===== src/lpp_defines.svh =====
// timing counts, widths and depths of the parallel port engine
`ifndef LPP_DEFINES_SVH
`define LPP_DEFINES_SVH
`define LPP_DATA_W 8
`define LPP_FIFO_DEPTH 32
`define LPP_CLK_PERIOD_NS 10
`define LPP_SETUP_NS 500
`define LPP_STROBE_NS 500
`define LPP_HOLD_NS 500
`define LPP_EPP_TIMEOUT_NS 10000
`define LPP_SETUP_CYC ((`LPP_SETUP_NS + `LPP_CLK_PERIOD_NS - 1) / `LPP_CLK_PERIOD_NS)
`define LPP_STROBE_CYC ((`LPP_STROBE_NS + `LPP_CLK_PERIOD_NS - 1) / `LPP_CLK_PERIOD_NS)
`define LPP_HOLD_CYC ((`LPP_HOLD_NS + `LPP_CLK_PERIOD_NS - 1) / `LPP_CLK_PERIOD_NS)
`define LPP_EPP_TIMEOUT_CYC (`LPP_EPP_TIMEOUT_NS / `LPP_CLK_PERIOD_NS)
`define LPP_CNT_W 11
`endif


===== src/lpp_pkg.sv =====
// types shared by the parallel port engine and its bench
package lpp_pkg;
  typedef enum logic [2:0] {
    LPP_OP_SPP_WR,
    LPP_OP_EPP_DWR,
    LPP_OP_EPP_AWR,
    LPP_OP_EPP_DRD,
    LPP_OP_EPP_ARD
  } lpp_op_t;
  typedef struct packed {
    lpp_op_t op;
    logic [7:0] data;
  } lpp_cmd_t;
  typedef enum logic [2:0] {
    ST_IDLE,
    ST_SPP_BUSY,
    ST_SPP_SETUP,
    ST_SPP_STROBE,
    ST_SPP_HOLD,
    ST_EPP_STRB,
    ST_EPP_END
  } lpp_state_t;
endpackage


===== src/lpp_stream_if.sv =====
// valid/ready stream carrying commands from the fifo to the engine
`timescale 1ns/100ps
`default_nettype none
interface lpp_stream_if #(parameter int W = 11);
  logic valid;
  logic ready;
  logic [W-1:0] data;
  modport src (output valid, output data, input ready);
  modport snk (input valid, input data, output ready);
endinterface
`default_nettype wire


===== src/lpp_fifo.sv =====
// synchronous command fifo with valid/ready on both sides
`timescale 1ns/100ps
`default_nettype none
module lpp_fifo #(
  parameter int WIDTH = 11,
  parameter int DEPTH = 32
) (
  input wire logic clk_sys_i,
  input wire logic rstn_i,
  input wire logic ce_i,
  input wire logic in_valid_i,
  output logic in_ready_o,
  input wire logic [WIDTH-1:0] in_data_i,
  lpp_stream_if.src out
);
  localparam int AW = $clog2(DEPTH);
  logic [WIDTH-1:0] mem [DEPTH];
  logic [AW-1:0] wr_ptr;
  logic [AW-1:0] rd_ptr;
  logic [AW:0] count;
  logic push;
  logic pop;
  logic [AW:0] next_count;
  // ==========================================
  // push/pop and occupancy
  assign push = ce_i && in_valid_i && in_ready_o;
  assign pop = ce_i && out.valid && out.ready;
  assign next_count = count + (AW+1)'(push) - (AW+1)'(pop);
  assign out.data = mem[rd_ptr];
  // pointers and flags, in_ready stalls the source when full
  always_ff @(posedge clk_sys_i) begin
    if (!rstn_i) begin
      wr_ptr <= '0;
      rd_ptr <= '0;
      count <= '0;
      in_ready_o <= 1'b0;
      out.valid <= 1'b0;
    end else if (ce_i) begin
      if (push) wr_ptr <= AW'(wr_ptr + 1'b1);
      if (pop) rd_ptr <= AW'(rd_ptr + 1'b1);
      count <= next_count;
      in_ready_o <= (next_count != (AW+1)'(DEPTH));
      out.valid <= (next_count != '0);
    end
  end
  // storage
  always_ff @(posedge clk_sys_i) begin
    if (push) mem[wr_ptr] <= in_data_i;
  end
endmodule
`default_nettype wire


===== src/lpp_port.sv =====
// parallel port engine: compatibility and EPP pin handling behind a command fifo
// What this block does
// - in EPP mode the same input is the attention signal, same meaning
// - in EPP mode the handshake input paces every address and data cycle
// - compatibility mode: host-select is open-drain, asserted to select peripheral
// - EPP mode: host-select pin becomes address strobe for reads and writes
// - initialise output: open-drain in compatibility, push-pull in EPP
// - compatibility mode: auto-linefeed is open-drain
// - EPP mode: auto-linefeed pin becomes data strobe for reads and writes
// - compatibility mode: strobe pulses while a valid byte is on the bus
// - EPP mode: direction output low for write, high for read
// - drive-enable high while data lines output, low while input
// - strap 1 enables this port as function 1, strap 0 leaves it off
`include "lpp_defines.svh"
`timescale 1ns/100ps
`default_nettype none
module lpp_port (
  input wire logic clk_sys_i,
  input wire logic rstn_i,
  input wire logic ce_i,
  input wire logic mode_strap_i,
  input wire logic epp_mode_i,
  input wire logic select_req_i,
  input wire logic init_req_i,
  input wire logic auto_linefeed_i,
  input wire logic cmd_valid_i,
  input wire lpp_pkg::lpp_op_t cmd_op_i,
  input wire logic [7:0] cmd_data_i,
  output logic cmd_ready_o,
  output logic done_o,
  output logic timeout_o,
  output logic rd_valid_o,
  output logic [7:0] rd_data_o,
  output logic port_enable_o,
  output logic paper_out_o,
  output logic online_o,
  output logic fault_o,
  output logic not_ready_o,
  output logic attention_o,
  output logic attention_evt_o,
  input wire logic epp_attention_n_i,
  input wire logic paper_out_i,
  input wire logic wait_busy_i,
  input wire logic peripheral_online_i,
  input wire logic fault_n_i,
  output logic host_select_n_o,
  output logic host_select_n_oe_o,
  output logic init_n_o,
  output logic init_n_oe_o,
  output logic auto_linefeed_n_o,
  output logic auto_linefeed_n_oe_o,
  output logic data_latch_strobe_n_o,
  output logic data_latch_strobe_n_oe_o,
  input wire logic [7:0] port_data_i,
  output logic [7:0] port_data_o,
  output logic port_data_oe_o,
  output logic port_drive_enable_o
);
  import lpp_pkg::*;
  localparam int CW = `LPP_CNT_W;
  localparam int CMD_W = $bits(lpp_cmd_t);
  localparam logic [CW-1:0] SETUP_CYC = CW'(`LPP_SETUP_CYC);
  localparam logic [CW-1:0] STROBE_CYC = CW'(`LPP_STROBE_CYC);
  localparam logic [CW-1:0] HOLD_CYC = CW'(`LPP_HOLD_CYC);
  localparam logic [CW-1:0] EPP_TO_CYC = CW'(`LPP_EPP_TIMEOUT_CYC);

  lpp_stream_if #(.W(CMD_W)) cmd_if ();
  lpp_state_t state;
  lpp_cmd_t cur;
  lpp_cmd_t head;
  logic strap_taken;
  logic epp_q;
  logic [CW-1:0] cnt;
  logic att_q;
  logic wait_q;
  logic drive;
  logic addr_stb;
  logic data_stb;
  logic spp_stb;
  logic dir_read;

  // ==========================================
  // command fifo
  lpp_fifo #(.WIDTH(CMD_W), .DEPTH(`LPP_FIFO_DEPTH)) u_fifo (
    .clk_sys_i(clk_sys_i),
    .rstn_i(rstn_i),
    .ce_i(ce_i),
    .in_valid_i(cmd_valid_i),
    .in_ready_o(cmd_ready_o),
    .in_data_i({cmd_op_i, cmd_data_i}),
    .out(cmd_if.src)
  );
  assign head = lpp_cmd_t'(cmd_if.data);
  assign cmd_if.ready = (state == ST_IDLE) && port_enable_o;

  function automatic logic is_read(input lpp_op_t op);
    is_read = (op == LPP_OP_EPP_DRD) || (op == LPP_OP_EPP_ARD);
  endfunction
  function automatic logic is_addr(input lpp_op_t op);
    is_addr = (op == LPP_OP_EPP_AWR) || (op == LPP_OP_EPP_ARD);
  endfunction

  // ==========================================
  // strap capture, once after reset release
  always_ff @(posedge clk_sys_i) begin
    if (!rstn_i) begin
      strap_taken <= 1'b0;
      port_enable_o <= 1'b0;
    end else if (ce_i && !strap_taken) begin
      strap_taken <= 1'b1;
      port_enable_o <= mode_strap_i;
    end
  end

  // ==========================================
  // status inputs, sampled every cycle and reported
  always_ff @(posedge clk_sys_i) begin
    if (!rstn_i) begin
      att_q <= 1'b1;
      wait_q <= 1'b0;
      paper_out_o <= 1'b0;
      online_o <= 1'b0;
      fault_o <= 1'b0;
      not_ready_o <= 1'b0;
      attention_o <= 1'b0;
      attention_evt_o <= 1'b0;
    end else if (ce_i) begin
      att_q <= epp_attention_n_i;
      wait_q <= wait_busy_i;
      paper_out_o <= paper_out_i;
      online_o <= peripheral_online_i;
      fault_o <= !fault_n_i;
      not_ready_o <= wait_busy_i && !epp_q;
      attention_o <= !att_q;
      attention_evt_o <= att_q && !epp_attention_n_i;
    end
  end

  // ==========================================
  // transfer sequencer
  always_ff @(posedge clk_sys_i) begin
    if (!rstn_i) begin
      state <= ST_IDLE;
      cur <= '0;
      cnt <= '0;
      epp_q <= 1'b0;
      drive <= 1'b0;
      addr_stb <= 1'b0;
      data_stb <= 1'b0;
      spp_stb <= 1'b0;
      dir_read <= 1'b0;
      done_o <= 1'b0;
      timeout_o <= 1'b0;
      rd_valid_o <= 1'b0;
      rd_data_o <= '0;
    end else if (ce_i) begin
      done_o <= 1'b0;
      timeout_o <= 1'b0;
      rd_valid_o <= 1'b0;
      case (state)
        ST_IDLE: begin
          epp_q <= epp_mode_i;
          if (cmd_if.valid && cmd_if.ready) begin
            cur <= head;
            cnt <= '0;
            if (epp_mode_i) begin
              dir_read <= is_read(head.op);
              drive <= !is_read(head.op);
              addr_stb <= is_addr(head.op);
              data_stb <= !is_addr(head.op);
              state <= ST_EPP_STRB;
            end else if (is_read(head.op)) begin
              rd_data_o <= port_data_i;
              rd_valid_o <= 1'b1;
              done_o <= 1'b1;
            end else begin
              state <= ST_SPP_BUSY;
            end
          end
        end
        ST_SPP_BUSY: begin
          if (!wait_q) begin
            drive <= 1'b1;
            state <= ST_SPP_SETUP;
          end
        end
        ST_SPP_SETUP: begin
          cnt <= CW'(cnt + 1'b1);
          if (cnt == SETUP_CYC - 1'b1) begin
            cnt <= '0;
            spp_stb <= 1'b1;
            state <= ST_SPP_STROBE;
          end
        end
        ST_SPP_STROBE: begin
          cnt <= CW'(cnt + 1'b1);
          if (cnt == STROBE_CYC - 1'b1) begin
            cnt <= '0;
            spp_stb <= 1'b0;
            state <= ST_SPP_HOLD;
          end
        end
        ST_SPP_HOLD: begin
          cnt <= CW'(cnt + 1'b1);
          if (cnt == HOLD_CYC - 1'b1) begin
            drive <= 1'b0;
            done_o <= 1'b1;
            state <= ST_IDLE;
          end
        end
        ST_EPP_STRB: begin
          cnt <= CW'(cnt + 1'b1);
          if (wait_q || cnt == EPP_TO_CYC) begin
            if (dir_read && wait_q) begin
              rd_data_o <= port_data_i;
              rd_valid_o <= 1'b1;
            end
            timeout_o <= !wait_q;
            addr_stb <= 1'b0;
            data_stb <= 1'b0;
            cnt <= '0;
            state <= ST_EPP_END;
          end
        end
        ST_EPP_END: begin
          cnt <= CW'(cnt + 1'b1);
          if (!wait_q || cnt == EPP_TO_CYC) begin
            drive <= 1'b0;
            dir_read <= 1'b0;
            done_o <= 1'b1;
            state <= ST_IDLE;
          end
        end
        default: state <= ST_IDLE;
      endcase
    end
  end

  // ==========================================
  // pin stage: control pins open-drain in compatibility mode, push-pull in EPP mode; data lines push-pull in both
  always_ff @(posedge clk_sys_i) begin
    if (!rstn_i) begin
      host_select_n_o <= 1'b0;
      host_select_n_oe_o <= 1'b0;
      init_n_o <= 1'b0;
      init_n_oe_o <= 1'b0;
      auto_linefeed_n_o <= 1'b0;
      auto_linefeed_n_oe_o <= 1'b0;
      data_latch_strobe_n_o <= 1'b0;
      data_latch_strobe_n_oe_o <= 1'b0;
      port_data_o <= '0;
      port_data_oe_o <= 1'b0;
      port_drive_enable_o <= 1'b0;
    end else if (ce_i) begin
      if (!port_enable_o) begin
        host_select_n_oe_o <= 1'b0;
        init_n_oe_o <= 1'b0;
        auto_linefeed_n_oe_o <= 1'b0;
        data_latch_strobe_n_oe_o <= 1'b0;
      end else if (epp_q) begin
        host_select_n_o <= !addr_stb;
        host_select_n_oe_o <= 1'b1;
        init_n_o <= !init_req_i;
        init_n_oe_o <= 1'b1;
        auto_linefeed_n_o <= !data_stb;
        auto_linefeed_n_oe_o <= 1'b1;
        data_latch_strobe_n_o <= dir_read;
        data_latch_strobe_n_oe_o <= 1'b1;
      end else begin
        host_select_n_o <= 1'b0;
        host_select_n_oe_o <= select_req_i;
        init_n_o <= 1'b0;
        init_n_oe_o <= init_req_i;
        auto_linefeed_n_o <= 1'b0;
        auto_linefeed_n_oe_o <= auto_linefeed_i;
        data_latch_strobe_n_o <= 1'b0;
        data_latch_strobe_n_oe_o <= spp_stb;
      end
      port_data_o <= cur.data;
      port_data_oe_o <= drive && port_enable_o;
      port_drive_enable_o <= drive && port_enable_o;
    end
  end
endmodule
`default_nettype wire


===== config.mk =====
export PLATFORM = sky130hd
export DESIGN_NAME = lpp_port
export DESIGN_NICKNAME = d
export VERILOG_FILES = /design/src/lpp_pkg.sv /design/src/lpp_stream_if.sv /design/src/lpp_fifo.sv /design/src/lpp_port.sv
export VERILOG_INCLUDE_DIRS = /design/src /design/src/src
export SDC_FILE = /design/constraint.sdc
export NUM_CORES = 1
export LEC_CHECK = 0
export ABC_AREA = 1
export BUFFER_PORTS_ARGS = -buffer_cell sky130_fd_sc_hd__buf_4
export CORE_MARGIN = 2
export CORE_UTILIZATION = 45
export DETAILED_ROUTE_END_ITERATION = 10
export GPL_TIMING_DRIVEN = 0
export HOLD_SLACK_MARGIN = 0.08
export PLACE_DENSITY = 0.63
export SLEW_MARGIN = 20
export SYNTH_ARGS = -nofsm -noshare
export SYNTH_HDL_FRONTEND = slang
export SYNTH_SLANG_ARGS = --single-unit

===== constraint.sdc =====
create_clock -name clk_sys_i -period 9.3 [get_ports clk_sys_i]
set_input_delay 0 -clock clk_sys_i [delete_from_list [all_inputs] [get_ports clk_sys_i]]
set_output_delay 0 -clock clk_sys_i [all_outputs]
set_load 0.01 [all_outputs]

==> results by group <==
Status
  – Result of the run: finished clean

Floorplan
  – Die extent in x: 203.9 um
  – Core footprint: 0.03955 mm2
  – I/O pin count: 70
  – Initial Util: around 45%
  – Std cell rows: 73
  – Die Height: 203.9 um
  – Die Footprint: between 0.04 and 0.05 mm2

Clocking
  – Clock tree root driver cell: clkbuf_16
  – Insertion delay to the later sink of the worst-skew pair: about 0.57 ns
  – Clock sink count: roughly 440
  – Number of clock buffers inserted by TritonCTS: 46
  – Post_cts resized: 0
  – H-tree Lvls: 2
  – Buffer levels on the longest clock path: 3
  – Clock tree from TritonCTS: built
  – Clock-pin slew of the registers on the worst-case setup and hold paths: 0.06 ns
  – Number of setup buffers added after CTS: 0

STA
  – Actual slew at the worst max-slew pin: between 1 and 1.5 ns
  – Setup violation total in the final timing report: 0
  – Normalized max-slew margin: 31.87%
  – Final hold viol count: 0
  – Final setup skew: ~0.024 ns
  – Final Max Slew Viols: 0
  – Final-layout worst hold slack: approximately 0.22 ns
  – Crit share post-route: between 40% and 50%
  – TNS Setup: 0 ns
  – Minimum period implied by the final worst setup slack: approximately 3.8 ns
  – Fin worst setup slack: about 5.5 ns
  – Maximum frequency from static timing analysis: roughly 0.26 GHz
  – Setup repair after global routing missed its margin: no

Drt
  – Post-DR wirelength/cell: between 20 and 25 um
  – Remaining antenna violation count after routing: 0
  – Routed via count: approximately 13000
  – Iteration-0 DRC count of the detailed router: between 1000 and 1500
  – Count of unresolved DRC violations after routing: 0
  – Average via count per standard cell: 5.609
  – Total routed wirelength: just over 50000 um
  – Total iterations of the first detailed-routing run: 5

Synth
  – Leading post-synthesis cells by cell area: edfxtp_1, dfxtp_1, o21ai_0
  – Xor/xnor cell area share of the yosys netlist: less than 1%
  – Synthesized instance count: 1630
  – Number of unique standard cell types used by synthesis: 43
  – Multiplexer share of the synthesized area: 0%
  – Ranking of synthesized cells by instance count: edfxtp_1, nor2_1, nand2_1, o21ai_0, nand3_1
  – Combinational family with the most area after synthesis: simple AND/OR/NAND/NOR gates
  – Synth top area share: 58.76%
  – Synth Area in Compound Gates: a little under an eighth
  – Synthesized area divided by synthesized cell count: around 11 um2
  – Most instantiated library cell after synthesis: edfxtp_1
  – Cell area after synthesis: approximately 0.018 mm2
  – Number of synthesized register bits: about 440
  – Most frequently used flop master after synthesis: edfxtp_1
  – Area fraction in and, or, nand and nor cells after synthesis: approximately 14%
  – Warnings, synthesis: 0
  – Post-synthesis async set-or-reset flop share: 0%
  – Synth area leader: edfxtp_1
  – Post-Syn Nets: roughly 1700
  – Number of synthesized flops with an enable pin: 352
  – Register area share after synthesis: between 60% and 70%
  – Fraction of the mapped netlist area in adder cells: around 1.1%

Layout
  – Proportion of layout cells with a drive suffix above 1: between 10% and 20%
  – Diode insertion count for antenna repair: 0
  – Final nets: 1844
  – Post-route insts no fill: approximately 2400
  – Count of fill cells added during filler insertion: 3401
  – Fin util: between 50% and 60%
  – Final non-filler cell area: between 0.02 and 0.025 mm2
  – Area delta synth->final: 18.42%

Pwr
  – Largest voltage drop on the vdd net: between 150 and 200 uV
  – Switching share of power: between 20% and 30%
  – Power share of the combinational group: about 7.5%
  – Switching power of the nets: approximately 1 mW
  – Clock share of power: a little over two fifths
  – Proportion of power drawn by flip-flops and latches: 50.1%
  – Final Power: around 4.3 mW
  – P per Cell Area: roughly 200 mW/mm2
  – Leak pwr: about 7.6 nW
  – Internal power of the cells: roughly 3.3 mW

Worst hold path
  – Worst Hold Depth: 4
  – Min-Delay Path Class: in -> reg

Setup path
  – Top cell by count, worst path: inv_1
  – Crit-path cells: buf_2, nor2_1, inv_2, nor2_2, nand2_1, nor2_1, clkbuf_1, ha_1, inv_1, ha_1, inv_1, fa_1, o21ai_0, xor2_1, o31ai_1, nand3_1, nand2_1, inv_1
  – Data arrival at the endpoint of the critical path: 4.25 ns
  – Kind of critical path: reg -> reg
  – Highest cell delay on the worst timing path: around 0.45 ns
  – Type of element capturing the critical path: register
  – Peak fanout along the critical path: 10
  – Required time of the critical path: about 9.8 ns
  – Crit-path slowest cell: clkbuf_1
  – R2R cell count: 18
  – Type of origin of the critical path: register

Place
  – Port buffer count: 68
  – Post-detail-place hpwl: between 30000 and 40000 um
  – RePlAce Congestion: slightly above 0.9
  – Cell total after placement: around 2200
  – Minimum setup slack after placement: about 5.5 ns
  – Placed cell area: between 0.015 and 0.02 mm2

Global routing
  – Total global-route track usage: 24.70%
  – Number of global-route vias before repair: approximately 13000
  – GRT overflow: 0
  – Antenna violations before repair: 0
  – Wire length of the first global-routing pass: approximately 77000 um
  – Pin count of the biggest net entering global routing: 33

Job
  – Max-Cap Viols: 0
[registers in the layout, summed over array words and instances, names as in the netlist, 5 cells and up, named ones only]
register,count
u_fifo.mem,352
cnt,11
cur,8
port_data_o,8
rd_data_o,8
u_fifo.count,6
u_fifo.rd_ptr,5
u_fifo.wr_ptr,5
[routing by layer]
layer  vias to the layer above  GRT usage, %  share of wire, %
met5                         -             0                 0
met4                         0         8.644               3.5
met3                       122         3.795               8.1
met2                       538         40.71                48
met1                      6448         33.46                41
li1                       6112             -                 -
[cells in the final DEF (no fill, tap or decap), drive strengths merged]
cell type      n
nor3          19
nand4          8
o211ai         2
o31ai          3
o21bai         1
nand3         98
nand3b         1
dlygate4sd3   34
bufinv         4
clkinv        17
ha            14
a31oi          1
xor2           3
edfxtp       352
nor4           1
o221ai         6
nor2         269
o32ai          5
nor3b          2
a211oi         4
o21ai        222
o22ai         69
buf          121
or2           10
clkinvlp       1
dfxtp         89
o211a          3
inv           81
and3           3
clkbuf       119
a21oi         56
nand2        211
xnor2          2
fa             1
[area by class of cell]
class	count	area [um2]	area share [%]
plain buffers	92	442.9	2.079
clock buffers	64	1290	6.056
clock inverters	20	214.0	1.004
inverters	83	316.6	1.486
multi-input cells	1014	4964	23.30
flip-flops and latches	441	12350	57.99
well taps	525	656.9	3.084
repair buffers	118	1065	4.999
[critical path, delay by kind of cell (launching register included)]
family	cells	cell delay [ns]
xor+xnor	1	0.12
compound gates	2	0.54
flops	1	0.29
simple gates	6	0.99
buf+inv	6	0.83
fa+ha+maj	3	0.91
[power by group through the flow]
stage | registers (mW) | logic (mW) | clock network (mW)
final | 2.17 | 0.325 | 1.83
after global routing | 2.17 | 0.359 | 1.93
after CTS | 2.17 | 0.322 | 1.85
after detailed placement | 2.21 | 0.309 | 0
after global placement | 2.21 | 0.304 | 0
after floorplan | 2.21 | 0.181 | 0
[what timing repair did]
action,in CTS,in global routing
hold buffers,34,0
endpoints found under the setup margin,0,0
hold endpoints to repair,401,0
[kinds of logic after synthesis]
group                    after synthesis
flip-flops                           441
XOR/XNOR                               5
AND/OR/NAND/NOR                      622
AO/OA/AOI/OAI                        372
buffers and inverters                175
adder cells (fa/ha/maj)               15
[worst paths after layout]
path	startpoint	to	slack [ns]
min reg2reg	u_fifo.count[0]	u_fifo.count[0]	0.47
max	state[0]	u_fifo.in_ready_o	5.52
min	paper_out_i	paper_out_o	0.22
max reg2reg	state[0]	u_fifo.in_ready_o	5.52
No activity file was read; power rests on OpenSTA's default activity.
